`src/shared/punch_pkg.sv`:
```
// constants, field layouts and carrier types for the punch cycle control
// assumes a 125 MHz aclk and an AXI4-Lite master with 32-bit data
// Functional notes
// - blank-only column with multi-holes allowed: first hole exits combined entry
// - check-error halt enabled: double punch or blank column stops the machine
// - offset stacking present and enabled: error card offset instead of halt
// - gangpunch set: punch detached from processor, runs standalone
// - one repeat impulse punches exactly one extra card from same data
// - repeat output pulses just before punching of the second card
// - repeat again on successive cycles for more cards; requester counts
// - pending repeat survives the error restart procedure
// - half-after-zero impulse between zero and one digit times
// - two groups of five two-way pilot selectors
// - program-exit pickup transfers at once, holds to end of punch cycle
// - run-in repunches last card; exit-picked selectors are normal by then
// - delay pickup transfers next cycle for exactly one cycle
// - delay-picked selector state kept across an output error
// - couple pulses before punching: same card for exit, next for delay
// - couple into another delay pickup chains one further cycle
// - check halt lights the check indicator
// - co-selector style pickup transfers at once, holds for the cycle
package punch_pkg;
   localparam logic [7:0] ADDR_CTRL   = 8'h00;
   localparam logic [7:0] ADDR_CMD    = 8'h04;
   localparam logic [7:0] ADDR_PICK_P = 8'h08;
   localparam logic [7:0] ADDR_PICK_D = 8'h0C;
   localparam logic [7:0] ADDR_CHAIN  = 8'h10;
   localparam logic [7:0] ADDR_STATUS = 8'h14;
   localparam logic [7:0] ADDR_SEL    = 8'h18;

   localparam int CMD_PUNCH   = 0;
   localparam int CMD_REP_P   = 1;
   localparam int CMD_REP_D   = 2;
   localparam int CMD_RESTART = 3;

   localparam int NUM_GROUPS = 2;
   localparam int GROUP_SIZE = 5;
   localparam int NUM_SEL    = NUM_GROUPS * GROUP_SIZE;
   localparam int CHAIN_REP  = 10;   // chain bits 10..19: repeat out -> delay

   // digit slots 12,11,0,0.5,1..9
   localparam logic [3:0] SLOT_LAST = 4'hC;
   localparam logic [3:0] SLOT_HALF = 4'h3;
   localparam int DIGIT_NS   = 80;
   localparam int CLK_NS     = 8;
   localparam int DIGIT_CLKS = (DIGIT_NS + CLK_NS - 1) / CLK_NS;
   localparam logic [7:0] DIGIT_LAST = 8'(DIGIT_CLKS - 1);

   localparam logic [1:0] RESP_OKAY   = 2'h0;
   localparam logic [1:0] RESP_SLVERR = 2'h2;

   typedef struct packed {
      logic [25:0] unused;
      logic        offset_present;
      logic        gangpunch;
      logic        interlock;
      logic        offset_enable;
      logic        blank_check_disable;
      logic        check_error_halt;
   } ctrl_t;
   localparam logic [31:0] CTRL_RESET  = 32'h0000_0000;
   localparam logic [31:0] CHAIN_RESET = 32'h0000_0000;

   // read-back brush events for one column
   typedef struct packed {
      logic col_start;
      logic hole;
      logic col_end;
      logic checked;
      logic blank_only;
   } brush_t;

   typedef enum logic [4:0] {
      ST_IDLE  = 5'h01,
      ST_PRE   = 5'h02,
      ST_DIGIT = 5'h04,
      ST_END   = 5'h08,
      ST_HALT  = 5'h10
   } cyc_state_t;
endpackage

```
`src/hdl/punch_cycle_ctrl.sv`:
```
// punch cycle control: digit timing, hole checks, repeat, pilot selectors
// assumes AXI4-Lite master on aclk; brush and error inputs synchronous
`timescale 1ns/1ps
module punch_cycle_ctrl (
   input  wire logic           aclk,           // 125 MHz clock
   input  wire logic           aresetn,        // sync reset, active low
   input  wire logic [7:0]     awaddr,         // write address
   input  wire logic           awvalid,        // write address valid
   output logic                awready,        // write address ready
   input  wire logic [31:0]    wdata,          // write data
   input  wire logic [3:0]     wstrb,          // write byte lanes
   input  wire logic           wvalid,         // write data valid
   output logic                wready,         // write data ready
   output logic [1:0]          bresp,          // write response
   output logic                bvalid,         // write response valid
   input  wire logic           bready,         // write response ready
   input  wire logic [7:0]     araddr,         // read address
   input  wire logic           arvalid,        // read address valid
   output logic                arready,        // read address ready
   output logic [31:0]         rdata,          // read data
   output logic [1:0]          rresp,          // read response
   output logic                rvalid,         // read data valid
   input  wire logic           rready,         // read data ready
   input  wire punch_pkg::brush_t brush,       // read-back brush events
   input  wire logic           output_error,   // output error pulse
   output logic                machine_halt,   // machine stopped
   output logic                check_light,    // check indicator
   output logic                card_offset,    // offset card pulse
   output logic                punching,       // digit times running
   output logic [3:0]          digit_slot,     // current digit slot
   output logic                half_after_zero,// 0.5 impulse
   output logic                repeat_out,     // repeat out pulse
   output logic                combined_entry, // first hole exit pulse
   output logic [9:0]          selector_xfer,  // pilot selector state
   output logic [9:0]          couple_out      // couple exit pulses
);
   punch_pkg::ctrl_t      ctrl;
   logic [31:0]           chain;
   punch_pkg::cyc_state_t state;
   punch_pkg::cyc_state_t next_state;
   logic [7:0]            sub;
   logic [3:0]            slot;
   logic                  punch_req;
   logic                  rep_req;
   logic                  rep_pend;
   logic                  dp_err;
   logic                  bc_err;
   logic                  out_err;
   logic [1:0]            hole_cnt;
   logic                  first_seen;

   // byte-lane mask from the write strobes
   wire [31:0] lane = {{8{wstrb[3]}}, {8{wstrb[2]}},
                       {8{wstrb[1]}}, {8{wstrb[0]}}};
   wire [31:0] wmask = wdata & lane;

   // write channel: both address and data must be present
   wire wr_go   = awvalid & wvalid & ~awready & ~bvalid;
   wire wr_ctrl = wr_go & (awaddr == punch_pkg::ADDR_CTRL);
   wire wr_cmd  = wr_go & (awaddr == punch_pkg::ADDR_CMD);
   wire wr_pp   = wr_go & (awaddr == punch_pkg::ADDR_PICK_P);
   wire wr_pd   = wr_go & (awaddr == punch_pkg::ADDR_PICK_D);
   wire wr_chn  = wr_go & (awaddr == punch_pkg::ADDR_CHAIN);
   wire wr_ok   = wr_ctrl | wr_cmd | wr_pp | wr_pd | wr_chn;

   // command pulses
   wire cmd_punch   = wr_cmd & wmask[punch_pkg::CMD_PUNCH];
   wire cmd_rep     = wr_cmd & (wmask[punch_pkg::CMD_REP_P]
                              | wmask[punch_pkg::CMD_REP_D]);
   wire cmd_restart = wr_cmd & wmask[punch_pkg::CMD_RESTART];
   wire [9:0] pick_p = wr_pp ? wmask[9:0] : 10'h000;
   wire [9:0] pick_d = wr_pd ? wmask[9:0] : 10'h000;

   // punch requests count only with interlock and not in gangpunch
   wire accept_punch = cmd_punch & ctrl.interlock
                     & ~ctrl.gangpunch;

   // cycle phase decode
   wire in_pre    = (state == punch_pkg::ST_PRE);
   wire in_digit  = (state == punch_pkg::ST_DIGIT);
   wire in_end    = (state == punch_pkg::ST_END);
   wire in_halt   = (state == punch_pkg::ST_HALT);
   wire sub_done  = (sub == punch_pkg::DIGIT_LAST);
   wire slot_done = sub_done & (slot == punch_pkg::SLOT_LAST);
   wire check_err = dp_err | bc_err;
   wire offset_on = ctrl.offset_present & ctrl.offset_enable;
   wire halt_now  = in_end & ((check_err & ctrl.check_error_halt
                    & ~offset_on) | out_err);
   wire good_end  = in_end & ~halt_now;
   wire restart   = in_halt & cmd_restart;
   wire start_cyc = ctrl.gangpunch | punch_req | rep_pend;

   // next state of the punch cycle
   always_comb begin
      next_state = state;
      case (state)
         punch_pkg::ST_IDLE: begin
            if (start_cyc) begin
               next_state = punch_pkg::ST_PRE;
            end
         end
         punch_pkg::ST_PRE: begin
            next_state = punch_pkg::ST_DIGIT;
         end
         punch_pkg::ST_DIGIT: begin
            if (slot_done) begin
               next_state = punch_pkg::ST_END;
            end
         end
         punch_pkg::ST_END: begin
            if (halt_now) begin
               next_state = punch_pkg::ST_HALT;
            end else begin
               next_state = punch_pkg::ST_IDLE;
            end
         end
         punch_pkg::ST_HALT: begin
            if (cmd_restart) begin
               next_state = punch_pkg::ST_PRE;           // run-in
            end
         end
         default: begin
            next_state = punch_pkg::ST_IDLE;
         end
      endcase
   end

   // state and digit-time counters
   always_ff @(posedge aclk) begin
      if (!aresetn) begin
         state <= punch_pkg::ST_IDLE;
         sub   <= 8'h00;
         slot  <= 4'h0;
      end else begin
         state <= next_state;
         sub   <= (in_digit & ~sub_done) ? sub + 8'h01 : 8'h00;
         if (!in_digit) begin
            slot <= 4'h0;
         end else if (sub_done & ~slot_done) begin
            slot <= slot + 4'h1;
         end
      end
   end

   // punch request waits for the next cycle start
   always_ff @(posedge aclk) begin
      if (!aresetn) begin
         punch_req <= 1'b0;
      end else begin
         punch_req <= accept_punch | (punch_req & ~in_pre);
      end
   end

   // repeat: request taken at a good end, kept over a halt
   always_ff @(posedge aclk) begin
      if (!aresetn) begin
         rep_req  <= 1'b0;
         rep_pend <= 1'b0;
      end else begin
         rep_req  <= cmd_rep | (rep_req & ~good_end);
         if (good_end) begin
            rep_pend <= rep_req;
         end else if (in_pre) begin
            rep_pend <= 1'b0;
         end
      end
   end

   // hole counting per checked column
   always_ff @(posedge aclk) begin
      if (!aresetn) begin
         hole_cnt   <= 2'h0;
         first_seen <= 1'b0;
      end else if (brush.col_start) begin
         hole_cnt   <= 2'h0;
         first_seen <= 1'b0;
      end else if (brush.hole) begin
         hole_cnt   <= (hole_cnt == 2'h2) ? hole_cnt : hole_cnt + 2'h1;
         first_seen <= 1'b1;
      end
   end

   wire col_chk   = brush.col_end & brush.checked;
   wire bc_hit    = col_chk & (hole_cnt == 2'h0)
                  & ~ctrl.blank_check_disable;
   wire dp_hit    = col_chk & (hole_cnt == 2'h2) & ~brush.blank_only;
   wire first_hit = brush.hole & brush.checked & brush.blank_only
                  & ~first_seen & ~brush.col_start;

   // error flags: a new error wins over the restart clear
   always_ff @(posedge aclk) begin
      if (!aresetn) begin
         dp_err  <= 1'b0;
         bc_err  <= 1'b0;
         out_err <= 1'b0;
      end else begin
         dp_err  <= dp_hit | (dp_err & ~restart & ~good_end);
         bc_err  <= bc_hit | (bc_err & ~restart & ~good_end);
         out_err <= output_error | (out_err & ~restart);
      end
   end

   // pilot selectors, two groups of five
   logic [9:0] d_in;
   genvar i;
   generate
      for (i = 0; i < punch_pkg::NUM_SEL; i++) begin : g_sel
         if (i == 0) begin : g_first
            assign d_in[i] = pick_d[i]
               | (chain[punch_pkg::CHAIN_REP + i] & repeat_out);
         end else begin : g_rest
            assign d_in[i] = pick_d[i]
               | (chain[i-1] & couple_out[i-1])
               | (chain[punch_pkg::CHAIN_REP + i] & repeat_out);
         end
         pilot_selector u_sel (
            .aclk    (aclk),
            .aresetn (aresetn),
            .pick_p  (pick_p[i]),
            .pick_d  (d_in[i]),
            .p_clear (in_end),
            .d_adv   (good_end),
            .pre     (in_pre),
            .xfer    (selector_xfer[i]),
            .couple  (couple_out[i])
         );
      end
   endgenerate

   // status outputs, all registered
   always_ff @(posedge aclk) begin
      if (!aresetn) begin
         machine_halt    <= 1'b0;
         check_light     <= 1'b0;
         card_offset     <= 1'b0;
         punching        <= 1'b0;
         digit_slot      <= 4'h0;
         half_after_zero <= 1'b0;
         repeat_out      <= 1'b0;
         combined_entry  <= 1'b0;
      end else begin
         machine_halt    <= (next_state == punch_pkg::ST_HALT);
         check_light     <= (halt_now & check_err)
                          | (check_light & ~restart);
         card_offset     <= in_end & check_err & offset_on;
         punching        <= (next_state == punch_pkg::ST_DIGIT);
         digit_slot      <= slot;
         half_after_zero <= in_digit & (slot == punch_pkg::SLOT_HALF)
                          & (sub == 8'h00);
         repeat_out      <= in_pre & rep_pend;
         combined_entry  <= first_hit;
      end
   end

   // register writes
   always_ff @(posedge aclk) begin
      if (!aresetn) begin
         ctrl  <= punch_pkg::CTRL_RESET;
         chain <= punch_pkg::CHAIN_RESET;
      end else begin
         if (wr_ctrl) begin
            ctrl <= (ctrl & ~lane) | wmask;
         end
         if (wr_chn) begin
            chain <= (chain & ~lane) | wmask;
         end
      end
   end

   // write handshake and response
   always_ff @(posedge aclk) begin
      if (!aresetn) begin
         awready <= 1'b0;
         wready  <= 1'b0;
         bvalid  <= 1'b0;
         bresp   <= punch_pkg::RESP_OKAY;
      end else begin
         awready <= wr_go;
         wready  <= wr_go;
         if (wr_go) begin
            bvalid <= 1'b1;
            bresp  <= wr_ok ? punch_pkg::RESP_OKAY
                            : punch_pkg::RESP_SLVERR;
         end else if (bready) begin
            bvalid <= 1'b0;
         end
      end
   end

   // read decode
   wire rd_go = arvalid & ~arready & ~rvalid;
   // bits 5:4 spare so the slot stays in the low nibble
   wire [31:0] status = {14'h0000, state, rep_req, rep_pend, out_err,
                         bc_err, dp_err, punch_req, check_light, 2'h0,
                         slot};
   wire [31:0] sel_word = {12'h000, couple_out, selector_xfer};
   wire rd_ctrl = (araddr == punch_pkg::ADDR_CTRL);
   wire rd_chn  = (araddr == punch_pkg::ADDR_CHAIN);
   wire rd_sts  = (araddr == punch_pkg::ADDR_STATUS);
   wire rd_sel  = (araddr == punch_pkg::ADDR_SEL);
   wire rd_wo   = (araddr == punch_pkg::ADDR_CMD)
                | (araddr == punch_pkg::ADDR_PICK_P)
                | (araddr == punch_pkg::ADDR_PICK_D);
   wire rd_ok   = rd_ctrl | rd_chn | rd_sts | rd_sel | rd_wo;
   wire [31:0] rd_word = rd_ctrl ? 32'(ctrl)
                       : rd_chn  ? chain
                       : rd_sts  ? status
                       : rd_sel  ? sel_word
                       : 32'h0000_0000;

   // read handshake, data held until taken
   always_ff @(posedge aclk) begin
      if (!aresetn) begin
         arready <= 1'b0;
         rvalid  <= 1'b0;
         rdata   <= 32'h0000_0000;
         rresp   <= punch_pkg::RESP_OKAY;
      end else begin
         arready <= rd_go;
         if (rd_go) begin
            rvalid <= 1'b1;
            rdata  <= rd_word;
            rresp  <= rd_ok ? punch_pkg::RESP_OKAY
                            : punch_pkg::RESP_SLVERR;
         end else if (rready) begin
            rvalid <= 1'b0;
         end
      end
   end
endmodule

```
`src/hdl/pilot_selector.sv`:
```
// one two-way pilot selector with exit and delay pickups
// assumes pulses from the cycle controller in the aclk domain
`timescale 1ns/1ps
module pilot_selector (
   input  wire logic aclk,     // system clock
   input  wire logic aresetn,  // sync reset, active low
   input  wire logic pick_p,   // program-exit pickup pulse
   input  wire logic pick_d,   // delay pickup pulse
   input  wire logic p_clear,  // end of every punch cycle
   input  wire logic d_adv,    // end of a cycle that is not halted
   input  wire logic pre,      // just before punching time
   output logic      xfer,     // selector transferred
   output logic      couple    // couple exit pulse
);
   logic p_hold;
   logic d_arm;
   logic d_act;
   wire  next_xfer = pick_p | p_hold | d_act;

   // exit pickup: at once, until the cycle ends; set wins over clear
   always_ff @(posedge aclk) begin
      if (!aresetn) begin
         p_hold <= 1'b0;
      end else begin
         p_hold <= pick_p | (p_hold & ~p_clear);
      end
   end

   // delay pickup advances only on good cycles, so an error keeps it
   always_ff @(posedge aclk) begin
      if (!aresetn) begin
         d_arm <= 1'b0;
         d_act <= 1'b0;
      end else if (d_adv) begin
         d_act <= d_arm | pick_d;
         d_arm <= 1'b0;
      end else begin
         d_arm <= d_arm | pick_d;
      end
   end

   // outputs registered
   always_ff @(posedge aclk) begin
      if (!aresetn) begin
         xfer   <= 1'b0;
         couple <= 1'b0;
      end else begin
         xfer   <= next_xfer;
         couple <= pre & (p_hold | pick_p | d_act);
      end
   end
endmodule

```
`config.mk`:
```
export PLATFORM = sky130hd
export DESIGN_NAME = punch_cycle_ctrl
export DESIGN_NICKNAME = d
export VERILOG_FILES = /design/src/shared/punch_pkg.sv /design/src/hdl/punch_cycle_ctrl.sv /design/src/hdl/pilot_selector.sv
export SDC_FILE = /design/constraint.sdc
export NUM_CORES = 1
export LEC_CHECK = 0
export ABC_AREA = 1
export BUFFER_PORTS_ARGS = -buffer_cell sky130_fd_sc_hd__buf_2
export CAP_MARGIN = 20
export CORE_ASPECT_RATIO = 1.75
export CORE_UTILIZATION = 56
export DETAILED_ROUTE_END_ITERATION = 7
export PLACE_DENSITY_LB_ADDON = 0.12
export SLEW_MARGIN = 25
export SYNTH_ARGS = -nofsm -noshare
export SYNTH_HDL_FRONTEND = slang
export SYNTH_SLANG_ARGS = --single-unit
```
`constraint.sdc`:
```
create_clock -name aclk -period 1.5 [get_ports aclk]
set_input_delay 0.225 -clock aclk [delete_from_list [all_inputs] [get_ports aclk]]
set_output_delay 0.225 -clock aclk [all_outputs]
set_load 0.01 [all_outputs]
```
==> results.env <==
CAP_VIOLATIONS=0
COUNT_OF_PORT_BUFFERS_ADDED_DURING_PLACEMENT=134
STARTPOINT_TYPE='flop'
GRT_UTIL_MET3_PCT=4.90
VIAS=7886
CLK_PIN_SLEW_WORST_PATHS_NS=0.08
LIBRARY_CELL_WITH_THE_LARGEST_SUMMED_AREA_AFTER_SYNTHESIS='sky130_fd_sc_hd__dfxtp_1'
POST_SYNTHESIS_XOR_XNOR_AREA_FRACTION_PCT=0.530
GROUTE.LAYER.MET2.USAGE_PCT=54.9
TIMING.FINAL.WS_SETUP_NS=-0.00692
SYNTH-EDFF-COUNT=0
DETAILEDROUTE.FIRSTITERATIONVIOLATIONS=486
FINISHED_LAYOUT_CELL_AREA_SQ_MM=0.00998
FINALWORSTPATHREQUIREDPERIOD_NS=1.51
DIE-WIDTH_MICRONS=93.8
START_UTIL_PCT=57.5
FINALSETUPVIOLCOUNT=1
VIOLATED_CHECKS='negative setup slack'
NETLIST_TOP_CELLS_COUNT='sky130_fd_sc_hd__nand2_1 (284), sky130_fd_sc_hd__dfxtp_1 (189), sky130_fd_sc_hd__a21oi_1 (129)'
YOSYS.AREA.TOP_TYPE_SHARE_PCT=45.8
POST_SYNTH_INSTANCE_AREA_SQ_MM=0.00826
DPL-INSTANCE-AREA_SQ_MM=0.00925
SKEW_NS=0.0137
NUMCTSBUFFERS=17
DRT-PASS1-ITER-COUNT=7
ROUTEDWLPERCELL_MICRONS=16.2
MUXSHAREOFSYNTHAREA_PCT=0
GRT_MAX_DEGREE=38
POST_SYNTHESIS_SHARE_OF_CELL_AREA_SPENT_ON_FULL_ADDERS_HALF_ADDERS_AND_MAJORITY_GATES_PCT=1.06
CRITICAL_PATH_CAPTURE_POINT_TYPE='flop'
FMAX_MHz=664
GPL.FINAL_WEIGHTED_CONGESTION=0.988
GLOBAL_ROUTE_MET1_UTILIZATION_PCT=34.0
CTS-ROOT-TO-SINK-BUFFERS=2
SYNTH.AVG_CELL_AREA_SQ_UM=7.38
HOLDCRITPATHCLASS='in -> reg'
KIND_OF_CRITICAL_PATH='reg -> reg'
CLOCK_LATENCY_NS=0.43
SYNTH_TOP_FLOP_CELL='sky130_fd_sc_hd__dfxtp_1'
CORE_SQ_MM=0.0144
CTS.HOLD.BUFFERS_ADDED=0
DIE_AREA_SQ_MM=0.0153
NUMBER_OF_DISTINCT_LIBRARY_CELLS_AFTER_SYNTHESIS=39
DP.FINAL_HPWL_MM=17.1
GRTUSAGETOTAL_PCT=30.8
FIRST_GLOBAL_VIAS=7386
RSZ_0062_RAISED_AFTER_GLOBAL_ROUTING='yes'
SYNTH_TOP_FAMILY_BY_AREA='simple AND/OR/NAND/NOR gates'
SYNTH_SEQ_AREA_SHARE_PCT=45.8
SYNTH-ASYNC-RESET-RATIO_PCT=0
AREAGROWTHSYNTHTOFINISH_PCT=20.9
ROUTE.FINAL.WIRE_LENGTH_MM=23.6
CTS_TREE='done'
GRT_PASS1_WL_MM=36.1
HOLD_SLACK_NS=0.0194
TIMING.FINAL.MAX_SLEW_VIOLATIONS=0
TOP_USAGE_LAYER='met2'
IOS=137
CLOCK_TREE.HTREE_LEVEL_COUNT=4
NETLIST_TOP_CELLS_AREA='sky130_fd_sc_hd__dfxtp_1 (46%), sky130_fd_sc_hd__nand2_1 (13%), sky130_fd_sc_hd__a21oi_1 (7.8%), sky130_fd_sc_hd__inv_1 (5.4%), sky130_fd_sc_hd__nor2_1 (4.3%)'
SYNTHMOSTINSTANTIATEDCELL='sky130_fd_sc_hd__nand2_1'
CTS-ROOT-BUF='sky130_fd_sc_hd__clkbuf_16'
POWER_DENSITY_mW_PER_MM2=1040
POST_DRT_VIA_CELL_RATIO=5.42
CRITICAL_PATH_ARRIVAL_NS=1.81
STATUS='finished with violations'
DIODE_COUNT=0
ANTENNA_FOUND_INITIAL=0
POST_ROUTE_DRC=0
STATIC-LEAKAGE-POWER_nW=4.54
ROWS=58
SYN-INSTANCE-COUNT=1119
ANT_NETS=0
REGISTER_BIT_TOTAL_FROM_SYNTHESIS=189
DIE_H_MICRONS=163
GLOBALROUTE.TOTALOVERFLOW=0
FIN_CRIT_SH_PCT=100
SIMPLE_LOGIC_CELL_FRACTION_OF_THE_SYNTHESIZED_AREA_PCT=27.2
CP_DATA_REQUIRED_TIME_NS=1.80
FINAL_NET_COUNT=1333
YOSYSWARNINGS=0
FINAL-HOLD-VIOLATION-COUNT=0
CRIT_FANOUT=8
SYNTH_COMPOUND_AREA_SHARE_PCT=14.7
POST_ROUTE_CELLS_DRIVE_ABOVE_1_SHARE_PCT=21.8
CLOCK-SINKS=189
VDD_DROP_MAX_V=0.000803
[timing repair]
action                                  4_1_cts  5_1_grt
pin swaps                                     4        7
setup buffers                                 2        1
cloned                                        0        4
gates resized for setup                       4       16
endpoints found under the setup margin       55       95
[placed cells by master (no fill, tap or decap), types with 5 or more instances in the layout]
| master | n |
|---|---|
| sky130_fd_sc_hd__o21ai_1 | 5 |
| sky130_fd_sc_hd__nand2_1 | 283 |
| sky130_fd_sc_hd__inv_2 | 11 |
| sky130_fd_sc_hd__buf_2 | 134 |
| sky130_fd_sc_hd__nor3_1 | 5 |
| sky130_fd_sc_hd__nor2_8 | 5 |
| sky130_fd_sc_hd__ha_1 | 7 |
| sky130_fd_sc_hd__o21ai_0 | 40 |
| sky130_fd_sc_hd__inv_1 | 119 |
| sky130_fd_sc_hd__o211ai_1 | 29 |
| sky130_fd_sc_hd__buf_12 | 9 |
| sky130_fd_sc_hd__nor2_4 | 15 |
| sky130_fd_sc_hd__a221oi_1 | 9 |
| sky130_fd_sc_hd__nand4_1 | 5 |
| sky130_fd_sc_hd__nor2_2 | 12 |
| sky130_fd_sc_hd__nand3_1 | 69 |
| sky130_fd_sc_hd__clkbuf_16 | 17 |
| sky130_fd_sc_hd__buf_4 | 40 |
| sky130_fd_sc_hd__a21oi_1 | 129 |
| sky130_fd_sc_hd__nor2_1 | 91 |
| sky130_fd_sc_hd__dfxtp_1 | 186 |
[critical path, cell delays in order (launching register included)]
cell	delay, ns
sky130_fd_sc_hd__dfxtp_2	0.34
sky130_fd_sc_hd__nor2_4	0.12
sky130_fd_sc_hd__nand3_4	0.12
sky130_fd_sc_hd__inv_2	0.14
sky130_fd_sc_hd__nand2_8	0.17
sky130_fd_sc_hd__nor2_8	0.18
sky130_fd_sc_hd__inv_2	0.11
sky130_fd_sc_hd__nand2_1	0.10
sky130_fd_sc_hd__a21oi_1	0.08
[area by class of cell]
class                      instances  area [sq um]
timing repair buffer             184          1160
sequential                       189          3790
tap                              180           225
clock buffer                      18           429
fill                            1274          4380
multi-input combinational        737          3710
inverter                         132           498
clock inverter                    14           168
[power by group]
group / internal [mW] / total, mW / switching (mW) / leakage [nW]
logic: 0.237 / 0.677 / 0.440 / 2.73
clock network: 2.39 / 4.55 / 2.16 / 0.289
registers: 5.07 / 5.10 / 0.0351 / 1.53
[per-stage QoR]
stage / setup slack (ns) / setup TNS [ns] / power [mW] / std cells / util (%)
after floorplan: 0.172 / 0 / 5.56 / 1120 / -
after global placement: -0.0217 / -0.194 / 5.86 / 1415 / 64.4
after detailed placement: -0.118 / -1.71 / 5.87 / 1415 / 64.4
after CTS: -0.0396 / -0.174 / 10.4 / 1449 / 68.8
after global routing: -0.0739 / -0.774 / 10.7 / 1454 / 69.5
final: -0.00692 / -0.00692 / 10.3 / 1454 / 69.5
[routing by layer]
| metal | wire, microns | part of all wire [%] |
|---|---|---|
| met1 | 8640 | 37 |
| met2 | 12200 | 52 |
| met3 | 1470 | 6.2 |
| met4 | 1290 | 5.5 |
| met5 | 0 | 0 |
[final timing paths]
path | slack [ns] | from | endpoint | cells after the start
hold / removal | 0.02 | wdata[20] | flop | 3
setup reg to reg | -0.007 | wready | flop | 8
hold reg to reg | 0.43 | first_seen | combined_entry | 1
setup / recovery | -0.007 | wready | flop | 8
[cell families after synthesis]
logic type                 Yosys count
AOI/OAI and AO/OA                  219
xor gates and xnor gates             5
adders and majority gates            7
buffers and inverters              198
DFF                                189
other                                1
and+or+nand+nor                    500
(Power assumes the default switching activity.)
